### src/hdl/sfpc_pkg.sv
// constants, types and register map for the socket force event and power control block
package sfpc_pkg;

  localparam logic [7:0] ADDR_EVENT    = 8'h00;
  localparam logic [7:0] ADDR_MASK     = 8'h04;
  localparam logic [7:0] ADDR_PRESENT  = 8'h08;
  localparam logic [7:0] ADDR_INJECT   = 8'h0c;
  localparam logic [7:0] ADDR_CONTROL  = 8'h10;
  localparam logic [7:0] ADDR_STATUS   = 8'h14;

  localparam int BIT_RETEST    = 14;
  localparam int BIT_YY        = 13;
  localparam int BIT_XX        = 12;
  localparam int BIT_V3        = 11;
  localparam int BIT_V5        = 10;
  localparam int BIT_INVALID   = 9;
  localparam int BIT_DATA_LOSS = 8;
  localparam int BIT_UNKNOWN   = 7;
  localparam int BIT_CARDBUS   = 5;
  localparam int BIT_SIXTEEN   = 4;
  localparam int BIT_POWERED   = 3;
  localparam int BIT_POLICY    = 7;
  localparam int BIT_SOCK_V3   = 29;
  localparam int BIT_SOCK_V5   = 28;

  localparam logic [7:0] CTRL_WRITE_MASK = 8'hf7;
  localparam logic [7:0] CTRL_RESET      = 8'h00;
  localparam logic [3:0] MASK_RESET      = 4'h0;
  localparam logic [3:0] EVENT_RESET     = 4'h0;

  localparam logic [2:0] VCC_OFF = 3'h0;
  localparam logic [2:0] VCC_5V  = 3'h2;
  localparam logic [2:0] VCC_3V  = 3'h3;
  localparam logic [2:0] VCC_XX  = 3'h4;
  localparam logic [2:0] VCC_YY  = 3'h5;
  localparam logic [2:0] VPP_OFF = 3'h0;
  localparam logic [2:0] VPP_12V = 3'h1;
  localparam logic [2:0] VPP_5V  = 3'h2;
  localparam logic [2:0] VPP_3V  = 3'h3;
  localparam logic [2:0] VPP_XX  = 3'h4;
  localparam logic [2:0] VPP_YY  = 3'h5;

  localparam logic SOCKET_HAS_5V = 1'b1;
  localparam logic SOCKET_HAS_3V = 1'b1;
  localparam logic SOCKET_HAS_XX = 1'b0;
  localparam logic SOCKET_HAS_YY = 1'b0;

  localparam int CLK_PERIOD_NS     = 40;
  localparam int PROBE_TIME_NS     = 400;
  localparam int PROBE_CYCLES      = (PROBE_TIME_NS + CLK_PERIOD_NS - 1) / CLK_PERIOD_NS;

  typedef struct packed {
    logic        psel;
    logic        penable;
    logic        pwrite;
    logic [7:0]  paddr;
    logic [31:0] pwdata;
  } sfpc_apb_req_s;

  typedef struct packed {
    logic yy;
    logic xx;
    logic v3;
    logic v5;
    logic unknown;
    logic cardbus;
    logic sixteen;
  } sfpc_probe_s;

  typedef struct packed {
    sfpc_probe_s card;
    logic        invalid;
    logic        data_loss;
    logic        powered;
    logic        cd2;
    logic        cd1;
    logic        cst;
  } sfpc_present_s;

endpackage : sfpc_pkg

### src/hdl/sfpc_top.sv
// socket force event and supply control register block with apb slave
module sfpc_top
#(
  parameter int PROBE_CYCLES = sfpc_pkg::PROBE_CYCLES
)
(
  input  wire logic                    sys_clk,
  input  wire logic                    srst,
  input  wire sfpc_pkg::sfpc_apb_req_s apb_req,
  output      logic [31:0]             prdata,
  output      logic                    pready,
  output      logic                    pslverr,
  input  wire logic                    cd1_pin,
  input  wire logic                    cd2_pin,
  input  wire logic                    cst_pin,
  input  wire sfpc_pkg::sfpc_probe_s   card_sense,
  input  wire logic                    socket_idle,
  input  wire logic                    host_clk_stop_pending,
  output      logic [2:0]              vcc_applied,
  output      logic [2:0]              vpp_applied,
  output      logic                    power_ctrl_enable,
  output      logic                    card_clk_stop_permit,
  output      logic                    irq
);

  typedef struct packed {
    logic [31:0]             rdata;
    sfpc_pkg::sfpc_present_s ps;
    logic [3:0]              events;
    logic [3:0]              mask;
    logic [7:0]              ctrl;
    logic [2:0]              vcc_on;
    logic [2:0]              vpp_on;
    logic                    pwr_en;
    logic                    permit;
    logic                    irq;
    logic                    retest_go;
  } sfpc_state_s;

  sfpc_state_s           s;
  sfpc_state_s           next_s;
  logic                  probe_busy;
  logic                  probe_done;
  sfpc_pkg::sfpc_probe_s probe_result;
  logic                  req_valid;
  logic                  access;
  logic                  wr;
  logic                  mapped;
  logic [3:0]            ev_set;
  logic [3:0]            ev_clr;
  logic [31:0]           wd;

  sfpc_interrogator
  #(
    .PROBE_CYCLES (PROBE_CYCLES)
  )
  u_probe
  (
    .sys_clk (sys_clk),
    .srst    (srst),
    .start   (s.retest_go),
    .sense   (card_sense),
    .busy    (probe_busy),
    .done    (probe_done),
    .result  (probe_result)
  );

  sfpc_supply_check u_check
  (
    .vcc_code (apb_req.pwdata[6:4]),
    .vpp_code (apb_req.pwdata[2:0]),
    .card     (s.ps.card),
    .valid    (req_valid)
  );

  always_comb
  begin
    case (apb_req.paddr)
      sfpc_pkg::ADDR_EVENT,
      sfpc_pkg::ADDR_MASK,
      sfpc_pkg::ADDR_PRESENT,
      sfpc_pkg::ADDR_INJECT,
      sfpc_pkg::ADDR_CONTROL,
      sfpc_pkg::ADDR_STATUS: mapped = 1'b1;
      default:               mapped = 1'b0;
    endcase
  end

  assign access = apb_req.psel & apb_req.penable;
  assign wr     = access & apb_req.pwrite & mapped;
  assign wd     = apb_req.pwdata;

  always_comb
  begin
    next_s           = s;
    next_s.retest_go = 1'b0;
    ev_set           = 4'h0;
    ev_clr           = 4'h0;

    // live pins are frozen while the card is probed
    if (!probe_busy)
    begin
      ev_set[2]     = cd2_pin != s.ps.cd2;
      ev_set[1]     = cd1_pin != s.ps.cd1;
      ev_set[0]     = cst_pin != s.ps.cst;
      next_s.ps.cd2 = cd2_pin;
      next_s.ps.cd1 = cd1_pin;
      next_s.ps.cst = cst_pin;
    end
    ev_set[3]         = (s.vcc_on != sfpc_pkg::VCC_OFF) != s.ps.powered;
    next_s.ps.powered = s.vcc_on != sfpc_pkg::VCC_OFF;

    if (probe_done)
    begin
      next_s.ps.card = probe_result;
      next_s.pwr_en  = 1'b1;
    end

    if (wr && apb_req.paddr == sfpc_pkg::ADDR_INJECT)
    begin
      // a forced write lands after a same-cycle probe result
      next_s.ps.card.yy      = wd[sfpc_pkg::BIT_YY];
      next_s.ps.card.xx      = wd[sfpc_pkg::BIT_XX];
      next_s.ps.card.v3      = wd[sfpc_pkg::BIT_V3];
      next_s.ps.card.v5      = wd[sfpc_pkg::BIT_V5];
      if (|wd[sfpc_pkg::BIT_YY:sfpc_pkg::BIT_V5])
        next_s.pwr_en = 1'b0;
      next_s.ps.invalid      = wd[sfpc_pkg::BIT_INVALID];
      next_s.ps.data_loss    = wd[sfpc_pkg::BIT_DATA_LOSS];
      next_s.ps.card.unknown = wd[sfpc_pkg::BIT_UNKNOWN];
      next_s.ps.card.cardbus = wd[sfpc_pkg::BIT_CARDBUS];
      next_s.ps.card.sixteen = wd[sfpc_pkg::BIT_SIXTEEN];
      // bit 6 has no target, so writes to it vanish
      ev_set = ev_set | wd[3:0];
      next_s.retest_go = wd[sfpc_pkg::BIT_RETEST];
    end

    if (wr && apb_req.paddr == sfpc_pkg::ADDR_CONTROL)
    begin
      next_s.ctrl = wd[7:0] & sfpc_pkg::CTRL_WRITE_MASK;
      if (!req_valid)
      begin
        next_s.ps.invalid = 1'b1;
      end
      else
      begin
        next_s.ps.invalid = 1'b0;
        // while power control is off the request is kept but not applied
        if (s.pwr_en)
        begin
          next_s.vcc_on = wd[6:4];
          next_s.vpp_on = wd[2:0];
        end
      end
    end

    if (wr && apb_req.paddr == sfpc_pkg::ADDR_EVENT)
      ev_clr = wd[3:0];
    if (wr && apb_req.paddr == sfpc_pkg::ADDR_MASK)
      next_s.mask = wd[3:0];

    // set wins over a same-cycle clear
    next_s.events = (s.events & ~ev_clr) | ev_set;
    next_s.irq    = |(next_s.events & next_s.mask);

    next_s.permit = socket_idle
                    & (s.ctrl[sfpc_pkg::BIT_POLICY] | host_clk_stop_pending);

    // read data captured in the setup phase so prdata comes from a flop
    if (apb_req.psel && !apb_req.penable)
    begin
      next_s.rdata = 32'h0000_0000;
      case (apb_req.paddr)
        sfpc_pkg::ADDR_EVENT:   next_s.rdata[3:0] = s.events;
        sfpc_pkg::ADDR_MASK:    next_s.rdata[3:0] = s.mask;
        sfpc_pkg::ADDR_PRESENT:
        begin
          next_s.rdata[sfpc_pkg::BIT_SOCK_V3]   = sfpc_pkg::SOCKET_HAS_3V;
          next_s.rdata[sfpc_pkg::BIT_SOCK_V5]   = sfpc_pkg::SOCKET_HAS_5V;
          next_s.rdata[sfpc_pkg::BIT_YY]        = s.ps.card.yy;
          next_s.rdata[sfpc_pkg::BIT_XX]        = s.ps.card.xx;
          next_s.rdata[sfpc_pkg::BIT_V3]        = s.ps.card.v3;
          next_s.rdata[sfpc_pkg::BIT_V5]        = s.ps.card.v5;
          next_s.rdata[sfpc_pkg::BIT_INVALID]   = s.ps.invalid;
          next_s.rdata[sfpc_pkg::BIT_DATA_LOSS] = s.ps.data_loss;
          next_s.rdata[sfpc_pkg::BIT_UNKNOWN]   = s.ps.card.unknown;
          next_s.rdata[sfpc_pkg::BIT_CARDBUS]   = s.ps.card.cardbus;
          next_s.rdata[sfpc_pkg::BIT_SIXTEEN]   = s.ps.card.sixteen;
          next_s.rdata[sfpc_pkg::BIT_POWERED]   = s.ps.powered;
          next_s.rdata[2]                       = s.ps.cd2;
          next_s.rdata[1]                       = s.ps.cd1;
          next_s.rdata[0]                       = s.ps.cst;
        end
        sfpc_pkg::ADDR_INJECT:  next_s.rdata = 32'h0000_0000;
        sfpc_pkg::ADDR_CONTROL: next_s.rdata[7:0] = s.ctrl;
        sfpc_pkg::ADDR_STATUS:
        begin
          next_s.rdata[0]    = s.pwr_en;
          next_s.rdata[1]    = probe_busy;
          next_s.rdata[2]    = s.permit;
          next_s.rdata[6:4]  = s.vcc_on;
          next_s.rdata[10:8] = s.vpp_on;
        end
        default:                next_s.rdata = 32'h0000_0000;
      endcase
    end
  end

  always_ff @(posedge sys_clk)
  begin
    if (srst)
    begin
      s        <= '0;
      s.ctrl   <= sfpc_pkg::CTRL_RESET;
      s.mask   <= sfpc_pkg::MASK_RESET;
      s.events <= sfpc_pkg::EVENT_RESET;
      s.pwr_en <= 1'b1;
    end
    else
    begin
      s <= next_s;
    end
  end

  assign prdata               = s.rdata;
  assign pready               = access;
  assign pslverr              = access & ~mapped;
  assign vcc_applied          = s.vcc_on;
  assign vpp_applied          = s.vpp_on;
  assign power_ctrl_enable    = s.pwr_en;
  assign card_clk_stop_permit = s.permit;
  assign irq                  = s.irq;

endmodule : sfpc_top

### src/hdl/sfpc_supply_check.sv
// supply request checker against socket and card capability
module sfpc_supply_check
(
  input  wire logic [2:0]          vcc_code,
  input  wire logic [2:0]          vpp_code,
  input  wire sfpc_pkg::sfpc_probe_s card,
  output      logic                valid
);

  logic vcc_ok;
  logic vpp_ok;

  always_comb
  begin
    vcc_ok = 1'b0;
    vpp_ok = 1'b0;
    // capability bits already hold the cardbus card's accepted voltages
    case (vcc_code)
      sfpc_pkg::VCC_OFF: vcc_ok = 1'b1;
      sfpc_pkg::VCC_5V:  vcc_ok = card.v5 & sfpc_pkg::SOCKET_HAS_5V;
      sfpc_pkg::VCC_3V:  vcc_ok = card.v3 & sfpc_pkg::SOCKET_HAS_3V;
      sfpc_pkg::VCC_XX:  vcc_ok = card.xx & sfpc_pkg::SOCKET_HAS_XX;
      sfpc_pkg::VCC_YY:  vcc_ok = card.yy & sfpc_pkg::SOCKET_HAS_YY;
      default:           vcc_ok = 1'b0;
    endcase
    case (vpp_code)
      sfpc_pkg::VPP_OFF: vpp_ok = 1'b1;
      sfpc_pkg::VPP_12V: vpp_ok = (vcc_code != sfpc_pkg::VCC_OFF);
      sfpc_pkg::VPP_5V:  vpp_ok = card.v5 & sfpc_pkg::SOCKET_HAS_5V;
      sfpc_pkg::VPP_3V:  vpp_ok = card.v3 & sfpc_pkg::SOCKET_HAS_3V;
      sfpc_pkg::VPP_XX:  vpp_ok = card.xx & sfpc_pkg::SOCKET_HAS_XX;
      sfpc_pkg::VPP_YY:  vpp_ok = card.yy & sfpc_pkg::SOCKET_HAS_YY;
      default:           vpp_ok = 1'b0;
    endcase
    valid = vcc_ok & vpp_ok;
  end

endmodule : sfpc_supply_check

### src/hdl/sfpc_interrogator.sv
// card interrogation timer that samples the card sense inputs
module sfpc_interrogator
#(
  parameter int PROBE_CYCLES = sfpc_pkg::PROBE_CYCLES
)
(
  input  wire logic                  sys_clk,
  input  wire logic                  srst,
  input  wire logic                  start,
  input  wire sfpc_pkg::sfpc_probe_s sense,
  output      logic                  busy,
  output      logic                  done,
  output      sfpc_pkg::sfpc_probe_s result
);

  typedef struct packed {
    logic                  busy;
    logic                  done;
    logic [7:0]            cnt;
    sfpc_pkg::sfpc_probe_s result;
  } sfpc_probe_state_s;

  sfpc_probe_state_s s;
  sfpc_probe_state_s next_s;

  always_comb
  begin
    next_s      = s;
    next_s.done = 1'b0;
    if (start)
    begin
      // restart wins so a retest during a probe starts over
      next_s.busy = 1'b1;
      next_s.cnt  = 8'(PROBE_CYCLES - 1);
    end
    else if (s.busy)
    begin
      if (s.cnt == 8'h00)
      begin
        next_s.busy   = 1'b0;
        next_s.done   = 1'b1;
        next_s.result = sense;
      end
      else
      begin
        next_s.cnt = s.cnt - 8'h01;
      end
    end
  end

  always_ff @(posedge sys_clk)
  begin
    if (srst)
      s <= '0;
    else
      s <= next_s;
  end

  assign busy   = s.busy;
  assign done   = s.done;
  assign result = s.result;

endmodule : sfpc_interrogator

### config.mk
export PLATFORM = sky130hd
export DESIGN_NAME = sfpc_top
export DESIGN_NICKNAME = d
export VERILOG_FILES = /design/src/hdl/sfpc_pkg.sv /design/src/hdl/sfpc_top.sv /design/src/hdl/sfpc_supply_check.sv /design/src/hdl/sfpc_interrogator.sv
export SDC_FILE = /design/constraint.sdc
export NUM_CORES = 1
export LEC_CHECK = 0
export ABC_CLOCK_PERIOD_IN_PS = 1650
export BUFFER_PORTS_ARGS = -buffer_cell sky130_fd_sc_hd__buf_2
export CORE_ASPECT_RATIO = 1.1
export CORE_UTILIZATION = 47
export DETAILED_ROUTE_END_ITERATION = 8
export PLACE_DENSITY = 0.79
export SLEW_MARGIN = 20
export SYNTH_ARGS = -nofsm -noshare
export SYNTH_HDL_FRONTEND = slang
export SYNTH_SLANG_ARGS = --single-unit
### constraint.sdc
create_clock -name sys_clk -period 1.65 [get_ports sys_clk]
set_input_delay 0.33 -clock sys_clk [delete_from_list [all_inputs] [get_ports sys_clk]]
set_output_delay 0.33 -clock sys_clk [all_outputs]
set_load 0.01 [all_outputs]
Word level (Yosys, flattened, before mapping)
Index checks and enable logic that the tools add are counted.
Word-level totals
  register bits after elaboration: 71
  input bits: 57
  output and inout bits: 43
  logic and storage cells: 120
Operators by class
  add/subtract/negate cells: 1
  equality and inequality tests: 15
  multiplexer cells: 28
  bitwise logic cells: 17
  reductions and logical operators: 25
Operators with widths (number)
  $mux W17: 1
  $eq A8 B4 Y1 const B: 2
  $eq A8 B5 Y1 const B: 2
  $logic_not A8 Y1: 2
  $mux W4: 4
  $pmux W3 S5: 1
  $mux W7: 2
  $eq A3 B2 Y1 const B: 4
  $mux W9: 1
  $and A4 B4 Y4: 2
  $eq A8 B3 Y1 const B: 1
  $mux W8: 1
  $or A4 B4 Y4: 2
  $reduce_or A4 Y1: 2
  $sub A8 B1 Y8 const B: 1
  $mux W1: 7
  $and A1 B1 Y1: 6
  $logic_not A3 Y1: 2
  $mux W3: 2
  $pmux W1 S3: 2
  $pmux W2 S3: 1
  $pmux W3 S2: 1
  $reduce_and A3 Y1: 2
  $reduce_bool A2 Y1: 3
  16 further kinds: 32

Logic depth before layout (Yosys ltp)
Gate-level depths: netlist (run 1).
  depth after elaboration: 11
  mapped depth: 7
  mapped depth without buffers: 7

Cells and area by module
From an unflattened synthesis (run 1), not the netlist that was laid out.
Second synthesis, totals
  cells, all modules: 403
  area total of the unflattened synthesis: 3604.7 µm²
By module, submodules not included
  sfpc_top: instances 1, cells each 301, area an instance 2657.5 µm², seq. area each 1061.0 µm²
  sfpc_interrogator: instances 1, cells each 95, area an instance 893.4 µm², seq. area each 340.3 µm²
  sfpc_supply_check: instances 1, cells each 7, area an instance 53.8 µm², seq. area each 0.0 µm²

Worst setup path before layout (run 1)
No wires, ideal clock.
  kind: input to register
  start point: input port apb_req[33] (netlist name)
  end point: register s, in the netlist vcc_applied[1]
  setup time: 0.132 ns
  data arrival time: 1.566 ns
  required time: 1.518 ns
  setup slack: -0.048 ns
  cell stages on the path: 6
  path buffers: 1
  cells stage by stage: or3_4 -> nor3_1 -> nand3_1 -> clkbuf_1 -> o21ai_0 -> a21oi_1
On the way
  longest elaborated chain between the ends: 6
  elaborated cells on any way between the ends: 11
  classes of those cells: 5 x eq/ne; 1 x mux; 1 x bitwise; 4 x reduce/logical
RTL lines
  start: declaration: line sfpc_top.sv:9  | input wire sfpc_pkg::sfpc_apb_req_s apb_req,
  $eq A8 B4 Y1, or another cell as far along: line sfpc_top.sv:78  | case (apb_req.paddr)
  $reduce_or A6 Y1: line sfpc_top.sv:78
  $mux W1: line sfpc_top.sv:78
  $and A1 B1 Y1: line sfpc_top.sv:90  | assign wr = access & apb_req.pwrite & mapped;
  $logic_and A1 B1 Y1 (*): line sfpc_top.sv:138  | if (wr && apb_req.paddr == sfpc_pkg::ADDR_CONTROL)
  $reduce_and A3 Y1 (no line) (*)
  end signal: assignment: line sfpc_top.sv:221  | s <= next_s;
  end: declaration: line sfpc_top.sv:40  | sfpc_state_s s;
Every way passes the cells marked *; elsewhere a longest branch is shown, timed or not.
A chain may end at the register's enable or synchronous reset.

Worst setup path after layout (run 1)
  start point: register u_probe.s[7] (netlist name)
  end point: register u_probe.s[12] (netlist name)
On the way
  longest elaborated chain between the ends: 3
  elaborated cells on any way between the ends: 4
  classes of those cells: 1 x add/sub; 1 x bitwise; 2 x reduce/logical
RTL lines
  start: declaration: line sfpc_interrogator.sv:23  | sfpc_probe_state_s s;
  start signal: assignment: line sfpc_interrogator.sv:56  | s <= next_s;
  parallel branches: the longest is 3 deep, another holds $sub A8 B1 Y8
Parallel ways; which one is timed is not known.

==> run metrics, run 1 <==
CTS clk-pin slew, worst paths 80 ps; largest net degree at the start of global routing 42; layout cells sized above 1 30.3%; Core Box Area 7050 sq um; Seq/Total Area, Yosys 40.8%; max incr delay on CP 400 ps; Total Nets Final 539; area of the multi-input gates 1730 sq um; FF-to-FF End u_probe.s[12]$_SDFFE_PP0P_; final worst slack -92.9 ps; Worst EP arrival 1990 ps; Pleak 1.83 nW; CP max FO 3; starting density of the core 48.7%; IO Pins 100; Peak supply drop 0.574 mV; Syn. warnings 0; Antenna Nets Post-Route 0; CTS Sinks 70; total vias in the final route 3177; filler instances 634; FP Rows 32; CTS tree yes; final setup vio count 4; RR Startpoint u_probe.s[7]$_SDFFE_PP0P_; wire per inst 15.2 um; final period utilization 106%; number of iterations in the first detailed-routing pass 5; Yosys top cell area share 40.8%; max cap viols 0; critical path type flip-flop to flip-flop; H-tree depth 3; Port Buffers 66; Worst EP required 1900 ps; most common cell after layout, fill and taps aside dfxtp_1; Slowest-stage cell, CP or3b_4; commonest non-fill, non-tap cells in the layout 69 x dfxtp_1, 66 x buf_2, 54 x nor2_1; Final Wtd Congestion 0.866; Final Hold Fails 0; Post-synth EDFFs 0; synthesis-to-finish area growth 21.7%; Placed Area 3920 sq um; post-layout util 59.3%; Hold Path Origin card_sense[5]; # DRC 0; Routed WL 8.67 mm; root buffer cell clkbuf_8; Hold Slack 204 ps; GRT Total Usage 22.8%; area leader, netlist dfxtp_1; Yosys cell types 53; Worst Hold Class input pin to flip-flop; Slew Viols, Final 0; post-synthesis register bit count 70; Area contributors post-synth dfxtp_1 41%, buf_4 8.3%, mux2i_1 7.3%; critical-path cell list inv_2, ha_1, or3b_4, o211ai_1, or3_1, xor2_1, nor2_1; hold path cells 3; FF+latch area 1400 sq um; Hold EP u_probe.result[5]$_SDFFE_PP0P_; number of DRC markers in iteration 0 110; startpoint types flip-flop; Power per Cell Area 860 nW/um^2; Chip Height 91.7 um; initial antenna violation count 0; Setup crit end kind flip-flop; fraction of registers with async set/reset 0%; Skew-Pair Late Insertion Delay 360 ps; Post-Syn Area 3430 sq um; flop2flop setup slack -90 ps; remaining global-route overflow 0; fmax 574 MHz; failing checks setup timing; Max Buffers Root-to-Sink 2; Mapped Cells 401; final instance area 4180 sq um; vias in the first global route 2911; vias per inst 5.57; clk_skew 8.39 ps; Avg Inst Size Synth 8.56 sq um; r2r worst-path depth 7; total die area 7650 sq um; global-route wire length before repair 13.7 mm; Detail Placement HPWL 6.24 mm; RSZ-0062 raised after global routing true; Die W 83.5 um; ys flop type dfxtp_1; minimum clock period 1740 ps; CTS buffer count 9; outcome finished, violations left; # diodes 0
## registers in the layout, indices dropped and copies added (netlist names), 3 cells and up
register / cells
prdata: 15
s: 29
u_probe.result: 7
u_probe.s: 8
vcc_applied: 3
vpp_applied: 3
## cells in the mapped netlist, types with 5 or more instances
master and number:
nand2_1 32, dfxtp_1 70, inv_1 9, buf_4 38, nor3_1 10, a211oi_1 14
nand3_1 13, o21ai_0 6, nor2_1 55, a21oi_1 28, a221oi_1 9, and3_1 5
mux2i_1 25, xnor2_1 7, clkbuf_1 18
## area by class of cell
type / instances / share of cell area (%)
Multi-Input combinational cell: 276 / 41.3
Sequential cell: 70 / 33.5
Timing Repair Buffer: 114 / 16.5
Clock buffer: 11 / 3.38
Tap cell: 85 / 2.54
Clock inverter: 5 / 1.94
Inverter: 9 / 0.808
## worst max-delay path: cells and delay by family, from the launching register on
kind	cells	cell delay, ps
AO/OA/AOI/OAI	1	300
flip-flops	1	330
AND/OR/NAND/NOR	3	630
buffers and inverters	1	60
adder cells (fa/ha/maj)	1	140
XOR/XNOR	1	170
## metal layers
layer | up-vias | track usage (%) | share of wire (%)
met5 | - | 0 | 0
met4 | 0 | 11.2 | 2.5
met3 | 23 | 3.15 | 4.9
met2 | 114 | 40.6 | 51
met1 | 1534 | 26.9 | 42
li1 | 1506 | - | -
## kinds of logic after synthesis
| family | after synthesis | share of synthesized area (%) |
|---|---|---|
| adder cells (fa/ha/maj) | 2 | 0.728 |
| other | 1 | 0.109 |
| flip-flops | 70 | 40.8 |
| multiplexers | 25 | 7.29 |
| buffers and inverters | 70 | 12.1 |
| XOR/XNOR | 9 | 2.30 |
| AO/OA/AOI/OAI | 76 | 14.9 |
| AND/OR/NAND/NOR | 148 | 21.8 |
## timing repair
item | CTS | global route
pin swaps | 4 | 11
hold buffers | 0 | 0
endpoints found under the hold margin | 0 | 0
resized for setup | 5 | 2
setup endpoints to repair | 12 | 14
buffers inserted | 1 | 1
## power breakdown
group / leakage (nW) / internal, mW / total (mW) / switching, mW
logic: 1.16 / 0.125 / 0.310 / 0.185
clock network: 0.110 / 0.896 / 1.56 / 0.663
registers: 0.568 / 1.71 / 1.73 / 0.0159
total: 1.83 / 2.73 / 3.60 / 0.864
## how the worst max path moves through the flow
stage                                     from  depth (start not counted)                           to
floorplan                          apb_req[33]                          6  vcc_applied[1]$_SDFFE_PP0P_
global placement                   apb_req[35]                          7               irq$_SDFF_PP0_
CTS                 u_probe.s[12]$_SDFFE_PP0P_                          5   u_probe.s[13]$_SDFFE_PP0P_
detailed placement                 apb_req[33]                          7  vcc_applied[1]$_SDFFE_PP0P_
finish               u_probe.s[7]$_SDFFE_PP0P_                          7   u_probe.s[12]$_SDFFE_PP0P_
global route         u_probe.s[7]$_SDFFE_PP0P_                          7   u_probe.s[12]$_SDFFE_PP0P_
## per-stage QoR
step                      setup slack [ps]  std cells  setup TNS [ps]  power (mW)
after CTS                            -21.6        569           -35.9        3.61
after detailed placement              -216        552           -4340        2.07
after global placement                -185        552           -2870        2.06
final                                -92.9        570            -212        3.60
after global routing                  -144        570            -802        3.73
after floorplan                      -17.9        416           -17.9        1.97
(Power assumes the default switching activity.)
==> run 2: changes to the inputs <==
--- a/config.mk
+++ b/config.mk
@@ -11,2 +11,3 @@
 export CORE_UTILIZATION = 47
+export CTS_BUF_LIST = sky130_fd_sc_hd__clkbuf_8 sky130_fd_sc_hd__clkbuf_16
 export DETAILED_ROUTE_END_ITERATION = 8
--- a/constraint.sdc
+++ b/constraint.sdc
@@ -3,2 +3,2 @@
 set_output_delay 0.33 -clock sys_clk [all_outputs]
-set_load 0.01 [all_outputs]
+set_load 0.02 [all_outputs]
==> run 2 against run 1 <==
  * The flow still finishes with violations (setup timing)
  * Final area stayed put
  * Power increased by 0.57%
  * Combinational power up 9.0%
  * Maximum frequency about the same
  * Utilization stayed put
  * Via count down 0.44%
  * Global-route usage is the same
  * Cell count stayed put
  * Sequential cell count is the same
  * Worst setup slack improved by 0.56 ps
  * First-iteration DRC count decreased by 7.3%
  * Largest power group unchanged
==> run metrics, run 2 (synthesis results as in run 1) <==
outcome finished, violations left; failing checks setup timing; switching share of power 24.6% (+0.59 points); final setup vio count 4 (unchanged); Worst EP arrival 1990 ps (about the same); vias per inst 5.55 (-0.44%); Slowest-stage cell, CP or3b_4; critical path type flip-flop to flip-flop; Tot Pwr 3.62 mW (+0.57%); post-layout util 59.3% (unchanged); FP Rows 32 (unchanged); Skew-Pair Late Insertion Delay 350 ps (about the same); clk_skew 8.24 ps (-0.152 ps); max incr delay on CP 400 ps (about the same); Final Hold Fails 0 (unchanged); remaining global-route overflow 0 (unchanged); placed insts 552 (unchanged); Setup WS pre-CTS -216 ps (unchanged); Max Buffers Root-to-Sink 2 (unchanged); critical-path cell list inv_2, ha_1, or3b_4, o211ai_1, or3_1, xor2_1, nor2_1; GRT Total Usage 22.8% (unchanged); layout cells sized above 1 30.3% (unchanged); CTS buffer count 9 (unchanged); Port Buffers 66 (unchanged); CTS clk-pin slew, worst paths 80 ps (about the same); Die W 83.5 um (unchanged); Worst EP required 1900 ps (about the same); Net Switching 0.890 mW (+3.1%); total vias in the final route 3163 (-0.44%); Worst Hold Class input pin to flip-flop; Power per Cell Area 865 nW/um^2 (+0.57%); most common cell after layout, fill and taps aside dfxtp_1; Peak supply drop 0.571 mV (-0.37%); global-route wire length before repair 13.7 mm (unchanged); H-tree depth 3 (unchanged); final period utilization 106% (about the same); Slew Viols, Final 0 (unchanged); logic gate share of total power 9.3% (+0.7 points); fmax 574 MHz (about the same); Chip Height 91.7 um (unchanged); cts hold-fix bufs 0 (unchanged); Largest register FFs 29 (unchanged); commonest non-fill, non-tap cells in the layout 69 x dfxtp_1, 66 x buf_2, 54 x nor2_1; Total Nets Final 539 (unchanged); CTS Sinks 70 (unchanged); number of DRC markers in iteration 0 102 (-7.3%); number of iterations in the first detailed-routing pass 5 (unchanged); clock share of power 42.9% (-0.4 points); total die area 7650 sq um (unchanged); largest reg by FF count s; Pleak 1.84 nW (+0.23%); max cap viols 0 (unchanged); P_int 2.73 mW (-0.22%); Seq pwr share 47.8% (-0.3 points); IO Pins 100 (unchanged); final instance area 4180 sq um (unchanged); Placed Area 3920 sq um (unchanged); RSZ-0062 raised after global routing true; Setup TNS -210 ps (+2.31 ps); starting density of the core 48.7% (unchanged); Setup crit end kind flip-flop; largest net degree at the start of global routing 42 (unchanged); vias in the first global route 2911 (unchanged); root buffer cell clkbuf_8; CTS tree yes; hold path cells 3 (unchanged); initial antenna violation count 0 (unchanged); minimum clock period 1740 ps (-0.562 ps); wire per inst 15.2 um (about the same); Routed WL 8.67 mm (about the same); final std cells w/o fill 570 (unchanged); CP max FO 3 (unchanged); Antenna Nets Post-Route 0 (unchanged); # DRC 0 (unchanged); startpoint types flip-flop; r2r worst-path depth 7 (unchanged); synthesis-to-finish area growth 21.7% (unchanged); final worst slack -92.4 ps (+0.562 ps); # diodes 0 (unchanged); Final Wtd Congestion 0.866 (unchanged); Hold Slack 205 ps (+1.12 ps); Detail Placement HPWL 6.24 mm (unchanged); Core Box Area 7050 sq um (unchanged)
[run 2: critical path: cells and delay by family (launching register included)]
kind | cells | cell delay [ps]
XOR/XNOR | 1 | 170
buffers and inverters | 1 | 60
adder cells (fa/ha/maj) | 1 | 140
flip-flops | 1 | 330
AND/OR/NAND/NOR | 3 | 630
AO/OA/AOI/OAI | 1 | 300
[run 2: repair_timing]
action                                 CTS  global route
endpoints found under the hold margin    0             0
resized for setup                        5             2
pin swaps                                4            11
buffers inserted                         1             1
setup endpoints to repair               12            14
[run 2: layer usage]
layer,global-route usage [%],part of all wire [%],up-vias
li1,-,-,1506
met1,26.9,41,1516
met2,40.6,50,118
met3,3.15,6.0,23
met4,11.2,2.7,0
met5,0,0,-
[run 2: cell type report]
class | count | area, sq um
Sequential cell | 70 | 1400
Inverter | 9 | 33.8
Clock buffer | 10 | 138
Fill cell | 634 | 2870
Tap cell | 85 | 106
Clock inverter | 6 | 85.1
Multi-Input combinational cell | 276 | 1730
Timing Repair Buffer | 114 | 691
[run 2: path summary, 6_finish.rpt]
kind | from | to | slack, ps
worst max-delay path | u_probe.s[7]$_SDFFE_PP0P_ | u_probe.s[12]$_SDFFE_PP0P_ | -90
worst min-delay path | card_sense[5] | u_probe.result[5]$_SDFFE_PP0P_ | 200
worst max register to register | u_probe.s[7]$_SDFFE_PP0P_ | u_probe.s[12]$_SDFFE_PP0P_ | -90
worst min register to register | prdata[12]$_SDFFE_PP0P_ | prdata[12]$_SDFFE_PP0P_ | 450
[run 2: power by group through the flow]
stage | clock, mW | sequential [mW] | combinational (mW)
6_report | 1.55 | 1.73 | 0.338
5_1_grt | 1.65 | 1.73 | 0.365
4_1_cts | 1.57 | 1.73 | 0.334
3_5_place_dp | 0 | 1.77 | 0.332
3_3_place_gp | 0 | 1.77 | 0.325
2_1_floorplan | 0 | 1.77 | 0.232
==> run 3: changes to the inputs <==
SETUP_SLACK_MARGIN = 0.3   (was default)
==> run 3 against run 2 <==
  * Worst setup slack gained 29 ps
  * The run still ends with setup timing left
  * Largest power group unchanged
  * Cell count is 4.4% higher
  * Critical endpoint is now u_probe.result[1]$_SDFFE_PP0P_
  * Clock skew increased by 7.9 ps
==> run metrics, run 3 (synthesis results as in run 1) <==
Total Nets Final 564 (+4.6%); # diodes 0 (unchanged); Routed WL 12.1 mm (+40%); CP max FO 8 (+5); total vias in the final route 3575 (+13%); clk_skew 16.2 ps (+7.91 ps); Power per Cell Area 745 nW/um^2 (-14%); number of iterations in the first detailed-routing pass 5 (unchanged); largest net degree at the start of global routing 35 (-17%); commonest non-fill, non-tap cells in the layout 62 x dfxtp_1, 61 x buf_2, 50 x buf_4; remaining global-route overflow 0 (unchanged); fmax 583 MHz (+1.7%); synthesis-to-finish area growth 48.2%; Worst EP required 1880 ps (-20 ps); cts hold-fix bufs 0 (unchanged); # DRC 0 (unchanged); Net Switching 1.04 mW (+16%); root buffer cell clkbuf_8; initial antenna violation count 0 (unchanged); P_int 2.76 mW (+1.1%); Pleak 2.12 nW (+15%); Port Buffers 66 (unchanged); final period utilization 104% (-1.7 points); CTS tree yes; Seq pwr share 45.6% (-2.2 points); Setup crit end kind flip-flop; number of DRC markers in iteration 0 224 (+120%); CTS Sinks 70 (unchanged); startpoint types flip-flop; FP Rows 32 (unchanged); total die area 7650 sq um (unchanged); failing checks setup timing; final setup vio count 3 (-1); largest reg by FF count s; Largest register FFs 29 (unchanged); Worst Hold Class input pin to flip-flop; switching share of power 27.3% (+2.7 points); Final Wtd Congestion 0.865 (about the same); Final Hold Fails 0 (unchanged); wire per inst 20.4 um (+34%); starting density of the core 48.7% (unchanged); clock share of power 42.3% (-0.6 points); H-tree depth 3 (unchanged); outcome finished, violations left; Peak supply drop 0.691 mV (+21%); placed insts 552 (unchanged); Max Buffers Root-to-Sink 2 (unchanged); Skew-Pair Late Insertion Delay 350 ps (about the same); minimum clock period 1710 ps (-28.5 ps); Die W 83.5 um (unchanged); CTS clk-pin slew, worst paths 80 ps (about the same); vias in the first global route 3575 (+23%); global-route wire length before repair 17.5 mm (+28%); layout cells sized above 1 50.8% (+20 points); logic gate share of total power 12.1% (+2.8 points); Antenna Nets Post-Route 0 (unchanged); vias per inst 6.01 (+8.3%); Worst EP arrival 1940 ps (-50 ps); max_slew headroom 63.4%; Slew Viols, Final 0 (unchanged); max cap viols 0 (unchanged); GRT Total Usage 29.3% (+6.5 points); Chip Height 91.7 um (unchanged); Slew @ Worst Pin 544 ps; final worst slack -63.8 ps (+28.5 ps); Detail Placement HPWL 6.16 mm (-1.3%); Hold Slack 215 ps (+10.1 ps); most common cell after layout, fill and taps aside dfxtp_1; RSZ-0062 raised after global routing true; CTS buffer count 9 (unchanged); critical path type flip-flop to flip-flop; final std cells w/o fill 595 (+4.4%); IO Pins 100 (unchanged); Setup TNS -116 ps (+93.9 ps); Core Box Area 7050 sq um (unchanged)
run 3: repair_timing:
action                     CTS  global route
setup buffers               16             7
pin swaps                   35            34
resized for setup          101            54
setup endpoints to repair   43            57
cloned                       3             1
run 3: area by class of cell:
type                            count  area, sq um
Clock inverter                      7          105
Sequential cell                    70         1410
Inverter                            9         33.8
Multi-Input combinational cell    276         2250
Tap cell                           85          106
Fill cell                         447         1960
Clock buffer                        9          124
Timing Repair Buffer              139         1060
run 3: power groups by stage:
stage / clock network (mW) / logic, mW / registers (mW)
CTS: 1.60 / 0.401 / 1.73
detailed placement: 0 / 0.335 / 1.77
global placement: 0 / 0.328 / 1.77
floorplan: 0 / 0.235 / 1.77
finish: 1.61 / 0.457 / 1.73
global route: 1.68 / 0.475 / 1.73
run 3: stage by stage:
stage,setup slack [ps],utilization (%),area (sq um),total power [mW]
after floorplan,41.6,-,3590,2.00
after global placement,-128,56.5,3980,2.10
after detailed placement,-168,56.5,3980,2.10
after CTS,-27.1,68.1,4800,3.73
after global routing,-113,72.2,5090,3.89
final,-63.8,72.2,5090,3.79
run 3: final timing paths:
check | from | end | slack [ps] | cells after the start
max | u_probe.s[8]$_SDFFE_PP0P_ | u_probe.result[1]$_SDFFE_PP0P_ | -60 | 7
min | apb_req[14] | s[0]$_SDFF_PP0_ | 210 | 2
max reg2reg | u_probe.s[8]$_SDFFE_PP0P_ | u_probe.result[1]$_SDFFE_PP0P_ | -60 | 7
min reg2reg | prdata[11]$_SDFFE_PP0P_ | prdata[11]$_SDFFE_PP0P_ | 450 | 2
run 3: critical path: stages (launching register included):
cell     delay (ps)
dfxtp_2         330
inv_2            60
ha_2            150
or3b_4          400
nor2_4          120
nand3_4         180
mux2i_1         270
nor2_1           70
run 3: metal layers:
metal	wire, um	vias to the layer above	track usage [%]
met2	6060	227	52.5
met5	0	-	0
met4	809	0	18.4
met1	4400	1701	31.3
met3	880	83	6.39
li1	-	1564	-
